===== src/include/cct_pkg.sv =====
/*
 * Constants for the sixteen_bit_counter and its two compare units.
 * Assumes an 8-bit register port and one 100 MHz system clock.
 */
// Overview of operation
// - With counter_no_sync_n set, external edges count without instruction-cycle alignment.
// - Asynchronous counting continues in sleep; an overflow there raises a wake pulse.
// - Asynchronous counting disables the counter as compare time base.
// - Byte reads of the running count always return a settled value.
// - low_power_osc_enable runs the crystal amplifier, also during sleep.
// - Special-event compare mode clears the counter on a match.
// - A special event trigger never sets counter_overflow_flag.
// - A count byte write wins over a same-cycle trigger clear.
// - No reset clears the count bytes; only triggers do.
// - Power-on reset clears counter_control; other resets keep it.
// - Any count byte write clears the prescaler.
// - On equality the pin goes high, low or stays, per compare_mode_field.
// - compare_match_flag sets in the same cycle as the pin action.
// - Clearing compare_control forces the compare output latch low.
// - Software-interrupt mode leaves the pin and only sets the flag.
// - Unit two's trigger also starts a conversion when the converter is enabled.
package cct_pkg;
    localparam int CLK_PERIOD_NS = 10;
    localparam int INSTR_DIV = 4;
    localparam int ADDR_W = 4;
    localparam int DATA_W = 8;
    // Register offsets
    localparam logic [3:0] A_COUNT_LOW = 4'h0;
    localparam logic [3:0] A_COUNT_HIGH = 4'h1;
    localparam logic [3:0] A_CTRL = 4'h2;
    localparam logic [3:0] A_FLAGS = 4'h3;
    localparam logic [3:0] A_CMP1_LOW = 4'h4;
    localparam logic [3:0] A_CMP1_HIGH = 4'h5;
    localparam logic [3:0] A_CMP1_CTRL = 4'h6;
    localparam logic [3:0] A_CMP2_LOW = 4'h7;
    localparam logic [3:0] A_CMP2_HIGH = 4'h8;
    localparam logic [3:0] A_CMP2_CTRL = 4'h9;
    // counter_control fields
    localparam int B_ON = 0;
    localparam int B_EXT_SRC = 1;
    localparam int B_NO_SYNC = 2;
    localparam int B_OSC_EN = 3;
    localparam int B_PS_LO = 4;
    localparam logic [5:0] CTRL_RST = 6'h00;
    localparam logic [3:0] CMP_CTRL_RST = 4'h0;
    // Flag positions
    localparam int F_OVF = 0;
    localparam int F_CMP1 = 1;
    localparam int F_CMP2 = 2;
    // compare_mode_field codes
    localparam logic [3:0] M_SET_HIGH = 4'h8;
    localparam logic [3:0] M_SET_LOW = 4'h9;
    localparam logic [3:0] M_SW_INT = 4'ha;
    localparam logic [3:0] M_TRIGGER = 4'hb;
endpackage


===== src/include/cct_cmp_if.sv =====
/*
 * Link between the counter core and one compare unit.
 * Assumes both ends run on sys_clk.
 */
interface cct_cmp_if;
    logic [15:0] count;
    logic [15:0] value;
    logic [3:0] mode;
    logic timebase_ok;
    logic force_low;
    logic match;
    logic trigger;
    logic pin;
    modport core (output count, value, mode, timebase_ok, force_low,
                  input match, trigger, pin);
    modport unit (input count, value, mode, timebase_ok, force_low,
                  output match, trigger, pin);
endinterface


===== src/verilog/cct_compare.sv =====
/*
 * One compare unit: equality detect, pin latch, trigger.
 * Assumes count and settings change only on sys_clk edges.
 */
module cct_compare
    import cct_pkg::*;
(
    // Clock and reset
    input wire logic sys_clk,
    input wire logic rst_sync_n,
    // Core side
    cct_cmp_if.unit cmp
);
    logic eq_prev_reg, eq_prev_next;
    logic pin_reg, pin_next;
    logic eq, active;

    // Match is combinational so flag, pin and clear land on the same edge
    always_comb begin
        eq = (cmp.count == cmp.value);
        active = (cmp.mode[3:2] == 2'b10) && cmp.timebase_ok;
        cmp.match = active && eq && !eq_prev_reg;
        cmp.trigger = cmp.match && (cmp.mode == M_TRIGGER);
        cmp.pin = pin_reg;
        eq_prev_next = eq;
        pin_next = pin_reg;
        if (cmp.force_low) begin
            pin_next = 1'b0;
        end else if (cmp.match && cmp.mode == M_SET_HIGH) begin
            pin_next = 1'b1;
        end else if (cmp.match && cmp.mode == M_SET_LOW) begin
            pin_next = 1'b0;
        end
    end

    // Pin latch and equality history
    always_ff @(posedge sys_clk or negedge rst_sync_n) begin
        if (!rst_sync_n) begin
            eq_prev_reg <= 1'b0;
            pin_reg <= 1'b0;
        end else begin
            eq_prev_reg <= eq_prev_next;
            pin_reg <= pin_next;
        end
    end
endmodule


===== src/verilog/cct_top.sv =====
/*
 * sixteen_bit_counter with prescaler, crystal amplifier and two compare units.
 * Assumes a register master on sys_clk; count and crystal pins are asynchronous.
 */
module cct_top
    import cct_pkg::*;
#(
    parameter int INSTR_DIVIDE = cct_pkg::INSTR_DIV
) (
    // Clock and resets
    input wire logic sys_clk,
    input wire logic rst_n,
    input wire logic power_on_rst_n,
    // Register port
    input wire logic [cct_pkg::ADDR_W-1:0] reg_addr,
    input wire logic [cct_pkg::DATA_W-1:0] reg_wdata,
    input wire logic reg_wr,
    input wire logic reg_rd,
    output logic [cct_pkg::DATA_W-1:0] reg_rdata,
    // Processor state
    input wire logic sleep_req,
    input wire logic adc_enable,
    output logic wake_pulse,
    output logic adc_start,
    // Pins
    input wire logic ext_count_pin,
    input wire logic crystal_in_pin,
    output logic crystal_amp_out_pin,
    output logic compare_output_pin_one,
    output logic compare_output_pin_two
);
    import cct_pkg::*;

    // Divider counter is four bits wide, so ratios outside 2..16 cannot be served
    generate
        if (INSTR_DIVIDE < 2 || INSTR_DIVIDE > 16) begin : g_bad_div
            $error("INSTR_DIVIDE must be 2 to 16");
        end
    endgenerate

    // Reset release: general reset also follows power-on reset
    logic rst_m_reg, rst_sync_n;
    logic por_m_reg, por_sync_n;
    logic any_rst_n;
    assign any_rst_n = rst_n & power_on_rst_n;
    always_ff @(posedge sys_clk or negedge any_rst_n) begin
        if (!any_rst_n) begin
            rst_m_reg <= 1'b0;
            rst_sync_n <= 1'b0;
        end else begin
            rst_m_reg <= 1'b1;
            rst_sync_n <= rst_m_reg;
        end
    end
    always_ff @(posedge sys_clk or negedge power_on_rst_n) begin
        if (!power_on_rst_n) begin
            por_m_reg <= 1'b0;
            por_sync_n <= 1'b0;
        end else begin
            por_m_reg <= 1'b1;
            por_sync_n <= por_m_reg;
        end
    end

    // Pin synchronisers; only the second stage and later are read by logic
    logic ext_m_reg, ext_s_reg, ext_d_reg;
    logic xtal_m_reg, xtal_s_reg;
    always_ff @(posedge sys_clk or negedge rst_sync_n) begin
        if (!rst_sync_n) begin
            ext_m_reg <= 1'b0;
            ext_s_reg <= 1'b0;
            ext_d_reg <= 1'b0;
            xtal_m_reg <= 1'b0;
            xtal_s_reg <= 1'b0;
        end else begin
            ext_m_reg <= ext_count_pin;
            ext_s_reg <= ext_m_reg;
            ext_d_reg <= ext_s_reg;
            xtal_m_reg <= crystal_in_pin;
            xtal_s_reg <= xtal_m_reg;
        end
    end

    // Register state
    logic [5:0] ctrl_reg, ctrl_next;
    logic [15:0] count_reg, count_next;
    logic [2:0] pre_reg, pre_next;
    logic [3:0] div_reg, div_next;
    logic pend_reg, pend_next;
    logic [2:0] flags_reg, flags_next;
    logic [15:0] cv1_reg, cv1_next, cv2_reg, cv2_next;
    logic [3:0] cm1_reg, cm1_next, cm2_reg, cm2_next;
    logic [7:0] rdata_next;
    logic wake_next, adc_next, amp_next;

    // Decoded strobes
    logic wr_lo, wr_hi, wr_cnt, wr_ctrl, wr_flags;
    assign wr_lo = reg_wr && reg_addr == A_COUNT_LOW;
    assign wr_hi = reg_wr && reg_addr == A_COUNT_HIGH;
    assign wr_cnt = wr_lo || wr_hi;
    assign wr_ctrl = reg_wr && reg_addr == A_CTRL;
    assign wr_flags = reg_wr && reg_addr == A_FLAGS;

    // Control fields
    logic ctr_on, ext_src, no_sync, osc_en;
    logic [1:0] ps_sel;
    assign ctr_on = ctrl_reg[B_ON];
    assign ext_src = ctrl_reg[B_EXT_SRC];
    assign no_sync = ctrl_reg[B_NO_SYNC];
    assign osc_en = ctrl_reg[B_OSC_EN];
    assign ps_sel = ctrl_reg[B_PS_LO+1:B_PS_LO];

    // Compare units
    cct_cmp_if cif1();
    cct_cmp_if cif2();
    logic async_mode;
    assign async_mode = ext_src && no_sync;
    assign cif1.count = count_reg;
    assign cif1.value = cv1_reg;
    assign cif1.mode = cm1_reg;
    assign cif1.timebase_ok = !async_mode;
    assign cif1.force_low = reg_wr && reg_addr == A_CMP1_CTRL && reg_wdata[3:0] == 4'h0;
    assign cif2.count = count_reg;
    assign cif2.value = cv2_reg;
    assign cif2.mode = cm2_reg;
    assign cif2.timebase_ok = !async_mode;
    assign cif2.force_low = reg_wr && reg_addr == A_CMP2_CTRL && reg_wdata[3:0] == 4'h0;
    cct_compare u_cmp1 (.sys_clk(sys_clk), .rst_sync_n(rst_sync_n), .cmp(cif1));
    cct_compare u_cmp2 (.sys_clk(sys_clk), .rst_sync_n(rst_sync_n), .cmp(cif2));

    // Count source, prescaler and increment
    logic div_hit, ext_rise, base_tick, pre_hit, inc, wrap, trig, run;
    logic [2:0] pre_mask;
    always_comb begin
        div_hit = (div_reg == 4'(INSTR_DIVIDE - 1));
        div_next = div_hit ? 4'h0 : div_reg + 4'h1;
        // The crystal only drives its amplifier here and never counts, so
        // the count pin is ignored while the oscillator is enabled
        ext_rise = osc_en ? 1'b0 : (ext_s_reg && !ext_d_reg);
        pend_next = pend_reg;
        base_tick = 1'b0;
        // Sleep stops all but asynchronous counting
        run = ctr_on && (!sleep_req || async_mode);
        if (!ext_src) begin
            base_tick = div_hit;
            pend_next = 1'b0;
        end else if (no_sync) begin
            base_tick = ext_rise;
            pend_next = 1'b0;
        end else begin
            // Synchronized mode holds an edge until the next instruction cycle
            pend_next = (pend_reg || ext_rise) && !div_hit;
            base_tick = (pend_reg || ext_rise) && div_hit;
        end
        base_tick = base_tick && run;
        pre_mask = (3'h1 << ps_sel) - 3'h1;
        pre_hit = base_tick && ((pre_reg & pre_mask) == pre_mask);
        pre_next = pre_reg;
        if (base_tick) begin
            pre_next = pre_hit ? 3'h0 : pre_reg + 3'h1;
        end
        if (wr_cnt || wr_ctrl) begin
            pre_next = 3'h0;
        end
        inc = pre_hit;
        wrap = inc && count_reg == 16'hffff;
        trig = cif1.trigger || cif2.trigger;
    end

    // Count pair: write beats trigger clear, which beats increment
    always_comb begin
        count_next = count_reg;
        if (inc) begin
            count_next = count_reg + 16'h0001;
        end
        if (trig) begin
            count_next = 16'h0000;
        end
        if (wr_lo) begin
            count_next = {(trig ? 8'h00 : count_next[15:8]), reg_wdata};
        end
        if (wr_hi) begin
            count_next = {reg_wdata, (trig ? 8'h00 : count_next[7:0])};
        end
    end

    // Count bytes carry no reset at all
    always_ff @(posedge sys_clk) begin
        count_reg <= count_next;
    end

    // counter_control follows power-on reset only
    always_comb begin
        ctrl_next = wr_ctrl ? reg_wdata[5:0] : ctrl_reg;
    end
    always_ff @(posedge sys_clk or negedge por_sync_n) begin
        if (!por_sync_n) begin
            ctrl_reg <= CTRL_RST;
        end else begin
            ctrl_reg <= ctrl_next;
        end
    end

    // Compare values carry no reset; modes clear on every reset
    always_comb begin
        cv1_next = cv1_reg;
        cv2_next = cv2_reg;
        cm1_next = cm1_reg;
        cm2_next = cm2_reg;
        if (reg_wr) begin
            unique case (reg_addr)
                A_CMP1_LOW: cv1_next[7:0] = reg_wdata;
                A_CMP1_HIGH: cv1_next[15:8] = reg_wdata;
                A_CMP1_CTRL: cm1_next = reg_wdata[3:0];
                A_CMP2_LOW: cv2_next[7:0] = reg_wdata;
                A_CMP2_HIGH: cv2_next[15:8] = reg_wdata;
                A_CMP2_CTRL: cm2_next = reg_wdata[3:0];
                default: cv1_next = cv1_reg;
            endcase
        end
    end
    always_ff @(posedge sys_clk) begin
        cv1_reg <= cv1_next;
        cv2_reg <= cv2_next;
    end

    // Flags: write one to clear, a same-cycle event wins
    always_comb begin
        flags_next = flags_reg;
        if (wr_flags) begin
            flags_next = flags_reg & ~reg_wdata[2:0];
        end
        if (wrap) begin
            flags_next[F_OVF] = 1'b1;
        end
        if (cif1.match) begin
            flags_next[F_CMP1] = 1'b1;
        end
        if (cif2.match) begin
            flags_next[F_CMP2] = 1'b1;
        end
    end

    // Read mux; the count is already in this clock domain, so bytes are settled
    always_comb begin
        rdata_next = 8'h00;
        if (reg_rd) begin
            unique case (reg_addr)
                A_COUNT_LOW: rdata_next = count_reg[7:0];
                A_COUNT_HIGH: rdata_next = count_reg[15:8];
                A_CTRL: rdata_next = {2'b00, ctrl_reg};
                A_FLAGS: rdata_next = {5'h00, flags_reg};
                A_CMP1_LOW: rdata_next = cv1_reg[7:0];
                A_CMP1_HIGH: rdata_next = cv1_reg[15:8];
                A_CMP1_CTRL: rdata_next = {4'h0, cm1_reg};
                A_CMP2_LOW: rdata_next = cv2_reg[7:0];
                A_CMP2_HIGH: rdata_next = cv2_reg[15:8];
                A_CMP2_CTRL: rdata_next = {4'h0, cm2_reg};
                default: rdata_next = 8'h00;
            endcase
        end
        wake_next = wrap && sleep_req;
        adc_next = cif2.trigger && adc_enable;
        // Amplifier inverts the crystal input while enabled, sleep or not
        amp_next = osc_en && !xtal_s_reg;
    end

    // Remaining control state
    always_ff @(posedge sys_clk or negedge rst_sync_n) begin
        if (!rst_sync_n) begin
            div_reg <= 4'h0;
            pre_reg <= 3'h0;
            pend_reg <= 1'b0;
            flags_reg <= 3'h0;
            cm1_reg <= CMP_CTRL_RST;
            cm2_reg <= CMP_CTRL_RST;
            reg_rdata <= 8'h00;
            wake_pulse <= 1'b0;
            adc_start <= 1'b0;
            crystal_amp_out_pin <= 1'b0;
        end else begin
            div_reg <= div_next;
            pre_reg <= pre_next;
            pend_reg <= pend_next;
            flags_reg <= flags_next;
            cm1_reg <= cm1_next;
            cm2_reg <= cm2_next;
            reg_rdata <= rdata_next;
            wake_pulse <= wake_next;
            adc_start <= adc_next;
            crystal_amp_out_pin <= amp_next;
        end
    end
    assign compare_output_pin_one = cif1.pin;
    assign compare_output_pin_two = cif2.pin;
endmodule


===== config.mk =====
export PLATFORM = sky130hd
export DESIGN_NAME = cct_top
export DESIGN_NICKNAME = d
export VERILOG_FILES = /design/src/include/cct_pkg.sv /design/src/include/cct_cmp_if.sv /design/src/verilog/cct_compare.sv /design/src/verilog/cct_top.sv
export SDC_FILE = /design/constraint.sdc
export NUM_CORES = 1
export LEC_CHECK = 0
export BUFFER_PORTS_ARGS = -buffer_cell sky130_fd_sc_hd__buf_4
export CAP_MARGIN = 20
export CORE_UTILIZATION = 55
export CTS_BUF_LIST = sky130_fd_sc_hd__clkbuf_8 sky130_fd_sc_hd__clkbuf_16
export DETAILED_ROUTE_END_ITERATION = 12
export PLACE_DENSITY = 0.74
export SETUP_SLACK_MARGIN = 0.05
export SLEW_MARGIN = 20
export SYNTH_ARGS = -nofsm -noshare
export SYNTH_HDL_FRONTEND = slang
export SYNTH_HIERARCHICAL = 1
export SYNTH_SLANG_ARGS = --single-unit
export TNS_END_PERCENT = 5

===== constraint.sdc =====
create_clock -name sys_clk -period 1.7 [get_ports sys_clk]
set_input_delay 0.34 -clock sys_clk [delete_from_list [all_inputs] [get_ports sys_clk]]
set_output_delay 0.34 -clock sys_clk [all_outputs]
set_load 0.02 [all_outputs]

# Yosys cells after proc, flatten, opt, wreduce, memory -nomap -nowiden
# Index checks and enable logic that the tools add are counted.
# classes
n_reduce_logical	57
multipliers	0
div	0
n_mux	27
eq_ne	22
n_shift	1
n_addsub	4
n_lt_le_gt_ge	0
n_bitwise	4
# ops
operator	n
$pmux W8 S10	1
$mux W16	4
$eq A16 B16 Y1	2
$eq A4 B4 Y1 const B	8
$logic_and A1 B1 Y1	31
$mux W8	3
$add A16 B1 Y16 const B	1
$eq A16 B16 Y1 const B	1
$eq A4 B3 Y1 const B	4
$mux W1	14
$eq A4 B2 Y1 const B	3
$mux W3	4
$reduce_and A2 Y1	6
$logic_not A4 Y1	2
$reduce_bool A2 Y1	4
$logic_not A1 Y1	7
$and A3 B3 Y3	2
$reduce_bool A3 Y1	2
$logic_or A1 B1 Y1	5
$add A4 B1 Y4 const B	1
$eq A2 B2 Y1 const B	2
$eq A4 B1 Y1 const B	1
$mux W4	1
$add A3 B1 Y3 const B	1
other kinds (5)	5
# word_totals
rom_bits	0
output_inout_bits	13
latch_bits	0
ram_bits	0
reg_bits	97
mem_count	0

# Longest topological paths before layout
# Gate-level depths: netlist of the first run.
# depth
word_depth	15
depth_mapped	9

# Modules after synthesis
# Netlist of the first run, hierarchy kept.
# by_module_without_submodules
mod	instances	seq_area_each_um2	area_each_um2	cells_per_inst
cct_top	1	2407.3	4231.6	391
cct_compare	2	50.0	275.3	32

# Worst setup path before layout of the first run
# No wires, ideal clock.
# synth_path
kind	register to register
start	reg div_reg[0]
end	reg count_reg[15] (netlist: cif1.count[15])
stages_incl_launch_ff	7
setup_time_ns	0.122
required_ns	1.578
t_arrival_ns	2.219
path_slack_ns	-0.641
path_cell_list	dfrtp_1 -> ha_1 -> or4b_1 -> a32o_2 -> or3_4 -> o311a_1 -> a221o_1
# synth_via
elab_chain_cells	11
# synth_lines
element	line_no	rtl
start: declaration	cct_top.sv:88	logic [3:0] div_reg, div_next;
start signal: assignment	cct_top.sv:282	div_reg <= div_next;
$eq A4 B2 Y1 (*)	cct_top.sv:135	div_hit = (div_reg == 4'(INSTR_DIVIDE - 1));
$logic_and A1 B1 Y1	cct_top.sv:153	base_tick = (pend_reg || ext_rise) && div_hit;
$mux W1	cct_top.sv:147	end else if (no_sync) begin
$mux W1 (*)	cct_top.sv:144	if (!ext_src) begin
$logic_and A1 B1 Y1 (*)	cct_top.sv:155	base_tick = base_tick && run;
$logic_and A1 B1 Y1 (*)	cct_top.sv:157	pre_hit = base_tick && ((pre_reg & pre_mask) == pre_mask);
$mux W16 (*)	cct_top.sv:173	if (inc) begin
$mux W16 (*)	cct_top.sv:176	if (trig) begin
$mux W8	cct_top.sv:180	count_next = {(trig ? 8'h00 : count_next[15:8]), reg_wdata};
$mux W16 (*)	cct_top.sv:179	if (wr_lo) begin
$mux W16 (*)	cct_top.sv:182	if (wr_hi) begin
net count_next[15]	cct_top.sv:86	logic [15:0] count_reg, count_next;
end signal: assignment	cct_top.sv:189	count_reg <= count_next;
end: declaration	cct_top.sv:86	
# Mark *: on every way through the listed nets, which the timed path passes. The rest lies on a longest branch.
# A chain may end at the register's enable or synchronous reset.

# Final worst setup path of the first run
# layout_path
start	reg count_reg[3] (netlist: cif1.count[3])
end	reg count_reg[13] (netlist: cif1.count[13])
# layout_via
elab_chain_cells	9
word_cells_on_any_way	15
classes_between	add/sub: 1; eq/ne: 2; mux: 5; reduce/logical: 7
# layout_lines
element	line_no	rtl
$eq A16 B16 Y1 (*)	cct_compare.sv:20	eq = (cmp.count == cmp.value);
$logic_and A1 B1 Y1 (*) (2 in series)	cct_compare.sv:22	cmp.match = active && eq && !eq_prev_reg;
net cif1.match	cct_cmp_if.sv:11	logic match;
$logic_and A1 B1 Y1 (*)	cct_compare.sv:23	cmp.trigger = cmp.match && (cmp.mode == M_TRIGGER);
net cif1.trigger	cct_cmp_if.sv:12	logic trigger;
$logic_or A1 B1 Y1 (*)	cct_top.sv:167	trig = cif1.trigger || cif2.trigger;
$mux W16	cct_top.sv:176	
$mux W8	cct_top.sv:180	
$mux W16 (*)	cct_top.sv:179	
$mux W16 (*)	cct_top.sv:182	
net count_next[13]	cct_top.sv:86	
# Marks and branches as above.

==> impl_metrics.xml, run 1 <==
<?xml version="1.0" encoding="UTF-8"?>
<metrics>
  <group name="critical_path">
    <metric name="cp_data_arrival_time" unit="ns">2.82</metric>
    <metric name="critical_path_peak_fanout" unit="">4</metric>
    <metric name="timing.critical_path.to_type" unit="">flip-flop</metric>
    <metric name="max_stage_delay" unit="ns">0.49</metric>
    <metric name="crit_chain" unit="">xor2_1 -&gt; nor4_2 -&gt; nand4_1 -&gt; nor2_1 -&gt; and3_1 -&gt; or2_2 -&gt; buf_4 -&gt; nor4_1 -&gt; mux2i_1 -&gt; nand2_1</metric>
    <metric name="critical_path.slowest_cell" unit="">sky130_fd_sc_hd__dfxtp_1</metric>
    <metric name="criticalPathCategory" unit="">flip-flop to flip-flop</metric>
    <metric name="r2r_setup_slack" unit="ns">-0.81</metric>
    <metric name="worst_ep_required_time" unit="ns">2.00</metric>
    <metric name="timing.critical_path.from_type" unit="">flip-flop</metric>
  </group>
  <group name="layout">
    <metric name="final_layout_size_suffix_gt1_frac" unit="">0.3668</metric>
    <metric name="nNetsFinal" unit="">627</metric>
    <metric name="area.sequential" unit="µm²">2507</metric>
    <metric name="syn2layout_area_growth" unit="%">33.60</metric>
    <metric name="area_used_by_multi_input_combinational_logic" unit="µm²">2323</metric>
    <metric name="filler_cell_count" unit="">550</metric>
    <metric name="final_area" unit="µm²">6389</metric>
    <metric name="num_antenna_cells" unit="">0</metric>
    <metric name="final_common_cell" unit="">sky130_fd_sc_hd__buf_4</metric>
    <metric name="mostFrequentLayoutCells" unit="">sky130_fd_sc_hd__buf_4, sky130_fd_sc_hd__dfrtp_1, sky130_fd_sc_hd__nand2_1, sky130_fd_sc_hd__edfxtp_1, sky130_fd_sc_hd__xor2_1</metric>
  </group>
  <group name="placed_design">
    <metric name="dpl_cell_area" unit="µm²">5971</metric>
    <metric name="place.detailed.hpwl" unit="mm">10.57</metric>
    <metric name="routabilityCongestion" unit="">0.9387</metric>
    <metric name="io_buffers" unit="">33</metric>
  </group>
  <group name="power_and_ir_drop">
    <metric name="power.switching" unit="W">0.002026</metric>
    <metric name="pwr_density_cell" unit="nW/µm²">996.8</metric>
    <metric name="irDropWorstVdd" unit="V">0.0009278</metric>
    <metric name="sequential_power_share" unit="">0.457</metric>
    <metric name="p_clk_frac" unit="">0.256</metric>
    <metric name="fraction_of_power_spent_switching_nets" unit="">0.3182</metric>
    <metric name="p_int" unit="W">0.004342</metric>
    <metric name="cellLeakagePower" unit="nW">2.744</metric>
    <metric name="pwr-share-comb" unit="">0.287</metric>
  </group>
  <group name="global_route">
    <metric name="grt_pass1_vias" unit="">4177</metric>
    <metric name="grt_util_all_layers" unit="">0.3344</metric>
    <metric name="largest_net_degree_at_the_start_of_global_routing" unit="">37</metric>
    <metric name="grt_first_pass_wirelength" unit="mm">21.86</metric>
    <metric name="number_of_antenna_violations_at_the_first_check_in_global_routing" unit="">0</metric>
    <metric name="congestion_overflow_gr" unit="">0</metric>
  </group>
  <group name="flow_run">
    <metric name="max_cap_violations" unit="">0</metric>
  </group>
  <group name="detailed_routing">
    <metric name="via_count" unit="">4356</metric>
    <metric name="detailedRoute.firstIterationViolations" unit="">362</metric>
    <metric name="count_of_antenna_violating_nets_left_after_detailed_routing" unit="">0</metric>
    <metric name="wirelength" unit="mm">14.70</metric>
    <metric name="firstDrtPassIters" unit="">5</metric>
    <metric name="detail_route.drc_violations" unit="">0</metric>
    <metric name="avgRoutedWirePerCell" unit="µm">20.61</metric>
    <metric name="drt-vias-per-instance" unit="">6.109</metric>
  </group>
  <group name="clock_network">
    <metric name="cts_inserted_buffers" unit="">9</metric>
    <metric name="cts_buffer_depth" unit="">2</metric>
    <metric name="ctsRootBufferMaster" unit="">sky130_fd_sc_hd__clkbuf_8</metric>
    <metric name="worstSkewPairLatency" unit="ns">0.36</metric>
    <metric name="cts_num_sinks" unit="">97</metric>
    <metric name="tritoncts" unit="">yes</metric>
    <metric name="clk_transition_reported_paths" unit="ns">0.10</metric>
    <metric name="cts-htree-levels" unit="">3</metric>
  </group>
  <group name="logic_synthesis">
    <metric name="synth_largest_area_cell" unit="">sky130_fd_sc_hd__dfrtp_1</metric>
    <metric name="yosys-top-cells-area" unit="">sky130_fd_sc_hd__dfrtp_1, sky130_fd_sc_hd__edfxtp_1, sky130_fd_sc_hd__dfxtp_1, sky130_fd_sc_hd__xor2_1, sky130_fd_sc_hd__mux2_2</metric>
    <metric name="post-synth-top-area-fraction" unit="">0.2564</metric>
    <metric name="synth_seq_area_share" unit="">0.5243</metric>
    <metric name="synth.lib_cells_used.distinct" unit="">52</metric>
    <metric name="edff_count_synth" unit="">32</metric>
    <metric name="ys_ff_latch" unit="">97</metric>
    <metric name="total_standard_cell_area_after_synthesis" unit="µm²">4782</metric>
    <metric name="synthCells" unit="">455</metric>
    <metric name="asyncSetResetFlopFracSynth" unit="">0.5052</metric>
    <metric name="ys_dominant_reg_cell" unit="">sky130_fd_sc_hd__dfrtp_1</metric>
    <metric name="synth_area_per_cell" unit="µm²">10.51</metric>
    <metric name="yosys_warnings" unit="">6</metric>
  </group>
  <group name="run_status">
    <metric name="violations" unit="">negative setup slack</metric>
    <metric name="outcome" unit="">finished with violations</metric>
  </group>
  <group name="sta">
    <metric name="setup_slack" unit="ns">-0.8118</metric>
    <metric name="final-setup-viol-count" unit="">25</metric>
    <metric name="tns" unit="ns">-11.53</metric>
    <metric name="period_needed" unit="ns">2.512</metric>
    <metric name="timing.final.hold_violations" unit="">0</metric>
    <metric name="clock.fmax" unit="MHz">398.1</metric>
    <metric name="clock-skew-final" unit="ns">0.01326</metric>
    <metric name="period_share" unit="">1.478</metric>
    <metric name="final_max_slew_viol_count" unit="">0</metric>
    <metric name="rsz0062_at_grt" unit="">yes</metric>
  </group>
  <group name="hold_path">
    <metric name="hold_path.class" unit="">flip-flop to asynchronous set/reset pin</metric>
  </group>
  <group name="floorplan">
    <metric name="initial_core_util" unit="">0.5762</metric>
    <metric name="num_io_pins" unit="">34</metric>
    <metric name="fp.coreArea" unit="µm²">8299</metric>
    <metric name="core.rowCount" unit="">33</metric>
    <metric name="fp.dieArea" unit="µm²">9072</metric>
    <metric name="die_width" unit="µm">95.25</metric>
    <metric name="die_height" unit="µm">95.25</metric>
  </group>
</metrics>
==> path summary, 6_finish.rpt <==
check / end / from / cells after the start
setup / recovery: cif1.count[13]$_DFF_P_ / cif1.count[3]$_DFF_P_ / 10
min in group sys_clk: ext_m_reg$_DFF_PN0_ / ext_count_pin / 1
hold reg to reg: pre_reg[2]$_DFFE_PN0P_ / rst_sync_n$_DFF_PN0_ / 0
max in group asynchronous: cif2.mode[1]$_DFFE_PN0P_ / rst_sync_n$_DFF_PN0_ / 1
hold / removal: pre_reg[2]$_DFFE_PN0P_ / rst_sync_n$_DFF_PN0_ / 0
setup reg to reg: cif1.count[13]$_DFF_P_ / cif1.count[3]$_DFF_P_ / 10
==> cell usage after synthesis (2+ instances only) <==
cell type                  instances
sky130_fd_sc_hd__a21o_1            3
sky130_fd_sc_hd__a21oi_1          13
sky130_fd_sc_hd__a221o_1           2
sky130_fd_sc_hd__a221oi_1          2
sky130_fd_sc_hd__a22o_1            4
sky130_fd_sc_hd__a22oi_1           8
sky130_fd_sc_hd__a31oi_1           4
sky130_fd_sc_hd__and2_1            6
sky130_fd_sc_hd__and3_1           10
sky130_fd_sc_hd__and4_1            2
sky130_fd_sc_hd__buf_1             2
sky130_fd_sc_hd__clkbuf_1         16
sky130_fd_sc_hd__dfrtp_1          49
sky130_fd_sc_hd__dfxtp_1          16
sky130_fd_sc_hd__edfxtp_1         32
sky130_fd_sc_hd__ha_1              3
sky130_fd_sc_hd__inv_1             9
sky130_fd_sc_hd__mux2_2           20
sky130_fd_sc_hd__mux2i_1           4
sky130_fd_sc_hd__nand2_1          48
sky130_fd_sc_hd__nand2b_1          5
sky130_fd_sc_hd__nand3_1          22
sky130_fd_sc_hd__nand3b_1          3
sky130_fd_sc_hd__nand4_1           9
sky130_fd_sc_hd__nor2_1           25
sky130_fd_sc_hd__nor2b_1          10
sky130_fd_sc_hd__nor3_1            7
sky130_fd_sc_hd__nor3_2            2
sky130_fd_sc_hd__nor3b_1           4
sky130_fd_sc_hd__nor4_1           21
sky130_fd_sc_hd__o21ai_0          26
sky130_fd_sc_hd__o22ai_1           2
sky130_fd_sc_hd__o311a_1           2
sky130_fd_sc_hd__or2_2             2
sky130_fd_sc_hd__or3b_2            2
sky130_fd_sc_hd__or4_1             2
sky130_fd_sc_hd__xnor2_1          12
sky130_fd_sc_hd__xor2_1           32
==> power groups by stage <==
stage / registers [W] / logic [W] / clock network [W]
after detailed placement: 0.00295 / 0.00167 / 0
after CTS: 0.00290 / 0.00173 / 0.00165
after floorplan: 0.00297 / 0.000710 / 0
after global placement: 0.00293 / 0.00163 / 0
final: 0.00291 / 0.00182 / 0.00163
after global routing: 0.00293 / 0.00195 / 0.00174
==> stage by stage <==
stage,power [W],hold WS (ns),setup slack (ns),util,cells
2_1_floorplan,0.003676,0.04441,-0.5469,-,456
3_3_place_gp,0.004559,0.05361,-0.6317,0.7194,692
3_5_place_dp,0.004615,0.05916,-0.7697,0.7194,692
4_1_cts,0.006270,0.06485,-0.6552,0.7600,712
5_1_grt,0.006618,0.06679,-0.8261,0.7698,713
6_report,0.006368,0.05494,-0.8118,0.7698,713
==> critical path: cells and delay by family, from the launching register on <==
family	cells	cell delay, ns
simple gates	7	1.34
flops	1	0.49
xor+xnor	1	0.28
mux	1	0.21
buf+inv	1	0.14
==> what timing repair did <==
action                                  CTS  global route
endpoints found under the setup margin   26            27
setup buffers                             2             1
hold buffers                              2             0
pin swaps                                 9            10
hold endpoints to repair                  4             0
gates resized for setup                  21            16
==> kinds of logic after synthesis <==
logic type                 share of synthesized area
adders and majority gates                   0.007850
xor gates and xnor gates                     0.08059
other                                      0.0007842
DFF                                           0.5243
buffers and inverters                        0.02119
AOI/OAI and AO/OA                            0.09838
and+or+nand+nor                               0.2067
muxes                                        0.06018
==> final cells by class <==
type,instances,area share
Timing Repair Buffer,154,0.1835
Sequential cell,97,0.3925
Clock buffer,11,0.02546
Inverter,9,0.005288
Multi-Input combinational cell,332,0.3637
Tap cell,105,0.02056
Clock inverter,5,0.009009
==> metal layers <==
metal  GRT usage  vias to the layer above  wire length [µm]
li1            -                     1952                 -
met2      0.5488                      263              7056
met4      0.1553                        0               557
met5           0                        -                 0
met3     0.06140                       46              1214
met1      0.4270                     2095              5868
Note: power is estimated with default switching activity, not from simulation.
==> inputs of run 2 (changes only) <==
- RECOVER_POWER: unset -> 25
==> impl_metrics.xml, run 2 (synthesized netlist as in run 1, its figures left out) <==
<?xml version="1.0" encoding="UTF-8"?>
<metrics>
  <group name="detailed_routing">
    <metric name="wirelength" unit="mm">14.64</metric>
    <metric name="detailedRoute.firstIterationViolations" unit="">364</metric>
    <metric name="drt-vias-per-instance" unit="">6.050</metric>
    <metric name="via_count" unit="">4314</metric>
    <metric name="count_of_antenna_violating_nets_left_after_detailed_routing" unit="">0</metric>
    <metric name="detail_route.drc_violations" unit="">0</metric>
    <metric name="avgRoutedWirePerCell" unit="µm">20.54</metric>
    <metric name="firstDrtPassIters" unit="">5</metric>
  </group>
  <group name="critical_path">
    <metric name="crit_chain" unit="">xor2_1 -&gt; nor4_2 -&gt; nand4_1 -&gt; nor2_1 -&gt; and3_1 -&gt; or2_2 -&gt; buf_4 -&gt; nor4_1 -&gt; mux2i_1 -&gt; nand2_1</metric>
    <metric name="max_stage_delay" unit="ns">0.48</metric>
    <metric name="r2r_setup_slack" unit="ns">-0.83</metric>
    <metric name="timing.critical_path.to_type" unit="">flip-flop</metric>
    <metric name="end_of_the_worst_register_to_register_path" unit="">cif1.count[13]$_DFF_P_</metric>
    <metric name="timing.critical_path.from_type" unit="">flip-flop</metric>
    <metric name="worst_ep_required_time" unit="ns">2.00</metric>
    <metric name="criticalPathCategory" unit="">flip-flop to flip-flop</metric>
    <metric name="critical_path_peak_fanout" unit="">3</metric>
    <metric name="depth_of_the_worst_register_to_register_path" unit="">10</metric>
    <metric name="reg2reg_from" unit="">cif1.count[9]$_DFF_P_</metric>
    <metric name="cp_data_arrival_time" unit="ns">2.83</metric>
    <metric name="critical_path.slowest_cell" unit="">sky130_fd_sc_hd__dfxtp_1</metric>
  </group>
  <group name="global_route">
    <metric name="grt_util_all_layers" unit="">0.3344</metric>
    <metric name="grt_pass1_vias" unit="">4177</metric>
    <metric name="grt_first_pass_wirelength" unit="mm">21.86</metric>
    <metric name="largest_net_degree_at_the_start_of_global_routing" unit="">37</metric>
    <metric name="congestion_overflow_gr" unit="">0</metric>
    <metric name="number_of_antenna_violations_at_the_first_check_in_global_routing" unit="">0</metric>
  </group>
  <group name="flow_run">
    <metric name="max_cap_violations" unit="">0</metric>
  </group>
  <group name="floorplan">
    <metric name="fp.dieArea" unit="µm²">9072</metric>
    <metric name="core.rowCount" unit="">33</metric>
    <metric name="initial_core_util" unit="">0.5762</metric>
    <metric name="die_height" unit="µm">95.25</metric>
    <metric name="die_width" unit="µm">95.25</metric>
    <metric name="num_io_pins" unit="">34</metric>
    <metric name="fp.coreArea" unit="µm²">8299</metric>
  </group>
  <group name="layout">
    <metric name="final_layout_size_suffix_gt1_frac" unit="">0.3569</metric>
    <metric name="final_area" unit="µm²">6366</metric>
    <metric name="mostFrequentLayoutCells" unit="">sky130_fd_sc_hd__buf_4, sky130_fd_sc_hd__dfrtp_1, sky130_fd_sc_hd__nand2_1, sky130_fd_sc_hd__edfxtp_1, sky130_fd_sc_hd__xor2_1</metric>
    <metric name="nNetsFinal" unit="">627</metric>
    <metric name="area_used_by_multi_input_combinational_logic" unit="µm²">2323</metric>
    <metric name="syn2layout_area_growth" unit="%">33.12</metric>
    <metric name="final_common_cell" unit="">sky130_fd_sc_hd__buf_4</metric>
    <metric name="area.sequential" unit="µm²">2507</metric>
    <metric name="num_antenna_cells" unit="">0</metric>
    <metric name="filler_cell_count" unit="">561</metric>
  </group>
  <group name="power_and_ir_drop">
    <metric name="p_int" unit="W">0.004335</metric>
    <metric name="power.switching" unit="W">0.002026</metric>
    <metric name="irDropWorstVdd" unit="V">0.0009308</metric>
    <metric name="sequential_power_share" unit="">0.457</metric>
    <metric name="p_clk_frac" unit="">0.257</metric>
    <metric name="pwr-share-comb" unit="">0.285</metric>
    <metric name="cellLeakagePower" unit="nW">2.722</metric>
    <metric name="pwr_density_cell" unit="nW/µm²">999.3</metric>
    <metric name="fraction_of_power_spent_switching_nets" unit="">0.3185</metric>
  </group>
  <group name="placed_design">
    <metric name="dpl_cell_area" unit="µm²">5971</metric>
    <metric name="dp_worst_slack" unit="ns">-0.7697</metric>
    <metric name="place.detailed.hpwl" unit="mm">10.57</metric>
    <metric name="io_buffers" unit="">33</metric>
    <metric name="routabilityCongestion" unit="">0.9387</metric>
  </group>
  <group name="sta">
    <metric name="worst_slew_pin_slew" unit="ns">0.7365</metric>
    <metric name="clock.fmax" unit="MHz">395.8</metric>
    <metric name="period_needed" unit="ns">2.527</metric>
    <metric name="final-setup-viol-count" unit="">25</metric>
    <metric name="final_max_slew_viol_count" unit="">0</metric>
    <metric name="timing.final.hold_violations" unit="">0</metric>
    <metric name="period_share" unit="">1.486</metric>
    <metric name="clock-skew-final" unit="ns">0.01318</metric>
    <metric name="slew_margin_rel" unit="">0.5090</metric>
    <metric name="setup_slack" unit="ns">-0.8266</metric>
    <metric name="rsz0062_at_grt" unit="">yes</metric>
    <metric name="tns" unit="ns">-11.63</metric>
  </group>
  <group name="clock_network">
    <metric name="cts-htree-levels" unit="">3</metric>
    <metric name="cts_num_sinks" unit="">97</metric>
    <metric name="ctsRootBufferMaster" unit="">sky130_fd_sc_hd__clkbuf_8</metric>
    <metric name="cts_inserted_buffers" unit="">9</metric>
    <metric name="tritoncts" unit="">yes</metric>
    <metric name="worstSkewPairLatency" unit="ns">0.36</metric>
    <metric name="clk_transition_reported_paths" unit="ns">0.10</metric>
    <metric name="cts_buffer_depth" unit="">2</metric>
  </group>
  <group name="run_status">
    <metric name="outcome" unit="">finished with violations</metric>
    <metric name="violations" unit="">negative setup slack</metric>
  </group>
  <group name="hold_path">
    <metric name="hold_path.class" unit="">flip-flop to asynchronous set/reset pin</metric>
  </group>
</metrics>
run 2: cell types whose count changed in the layout (fill, tap and decap cells not counted), sizes merged:
cell,change
buf,-10
clkbuf,+10
run 2: worst max-delay path: cells and delay by family (launching register included):
kind	cells	cell delay [ns]
AND/OR/NAND/NOR	7	1.37
flip-flops	1	0.48
XOR/XNOR	1	0.27
multiplexers	1	0.21
buffers and inverters	1	0.14
run 2: how the worst max path moves through the flow:
stage,slack (ns),endpoint,depth (start not counted),from
final,-0.83,cif1.count[13]$_DFF_P_,10,cif1.count[9]$_DFF_P_
after global routing,-0.83,cif1.count[13]$_DFF_P_,11,cif2.value[13]$_DFFE_PP_
after CTS,-0.66,cif1.count[14]$_DFF_P_,6,div_reg[1]$_DFF_PN0_
after detailed placement,-0.77,cif1.count[6]$_DFF_P_,10,cif2.value[5]$_DFFE_PP_
after global placement,-0.63,wake_pulse$_DFF_PN0_,6,div_reg[1]$_DFF_PN0_
after floorplan,-0.55,cif1.count[12]$_DFF_P_,6,div_reg[0]$_DFF_PN0_
run 2: power by group through the flow:
stage               combinational, W  sequential (W)  clock [W]
finish                       0.00182         0.00291    0.00164
global route                 0.00194         0.00293    0.00174
CTS                          0.00173         0.00290    0.00165
detailed placement           0.00167         0.00295          0
global placement             0.00163         0.00293          0
floorplan                   0.000710         0.00297          0
run 2: layout make-up:
type	count	area share
repair buffers	154	0.1806
well taps	105	0.02064
flip-flops and latches	97	0.3939
clock inverters	5	0.009041
multi-input cells	332	0.3650
inverters	9	0.005307
clock buffers	11	0.02555
run 2: routing by layer:
metal / share of wire / GRT usage / vias to the layer above
met2: 0.48 / 0.5488 / 244
met3: 0.085 / 0.06140 / 44
met1: 0.39 / 0.4270 / 2070
met5: 0 / 0 / -
met4: 0.037 / 0.1553 / 0
li1: - / - / 1956
run 2: stage by stage:
step / utilization / cells / hold slack [ns] / power [W]
6_report: 0.7671 / 713 / 0.05683 / 0.006361
4_1_cts: 0.7600 / 712 / 0.06485 / 0.006270
2_1_floorplan: - / 456 / 0.04441 / 0.003676
3_3_place_gp: 0.7194 / 692 / 0.05361 / 0.004559
5_1_grt: 0.7671 / 713 / 0.08498 / 0.006611
3_5_place_dp: 0.7194 / 692 / 0.05916 / 0.004615
run 2: what timing repair did:
| action | CTS | global route |
|---|---|---|
| pin swaps | 9 | 10 |
| endpoints found under the hold margin | 4 | 0 |
| setup buffers | 2 | 1 |
| resized for setup | 21 | 16 |
| hold buffers | 2 | 0 |
| endpoints found under the setup margin | 26 | 27 |
| gates cloned | 0 | 0 |
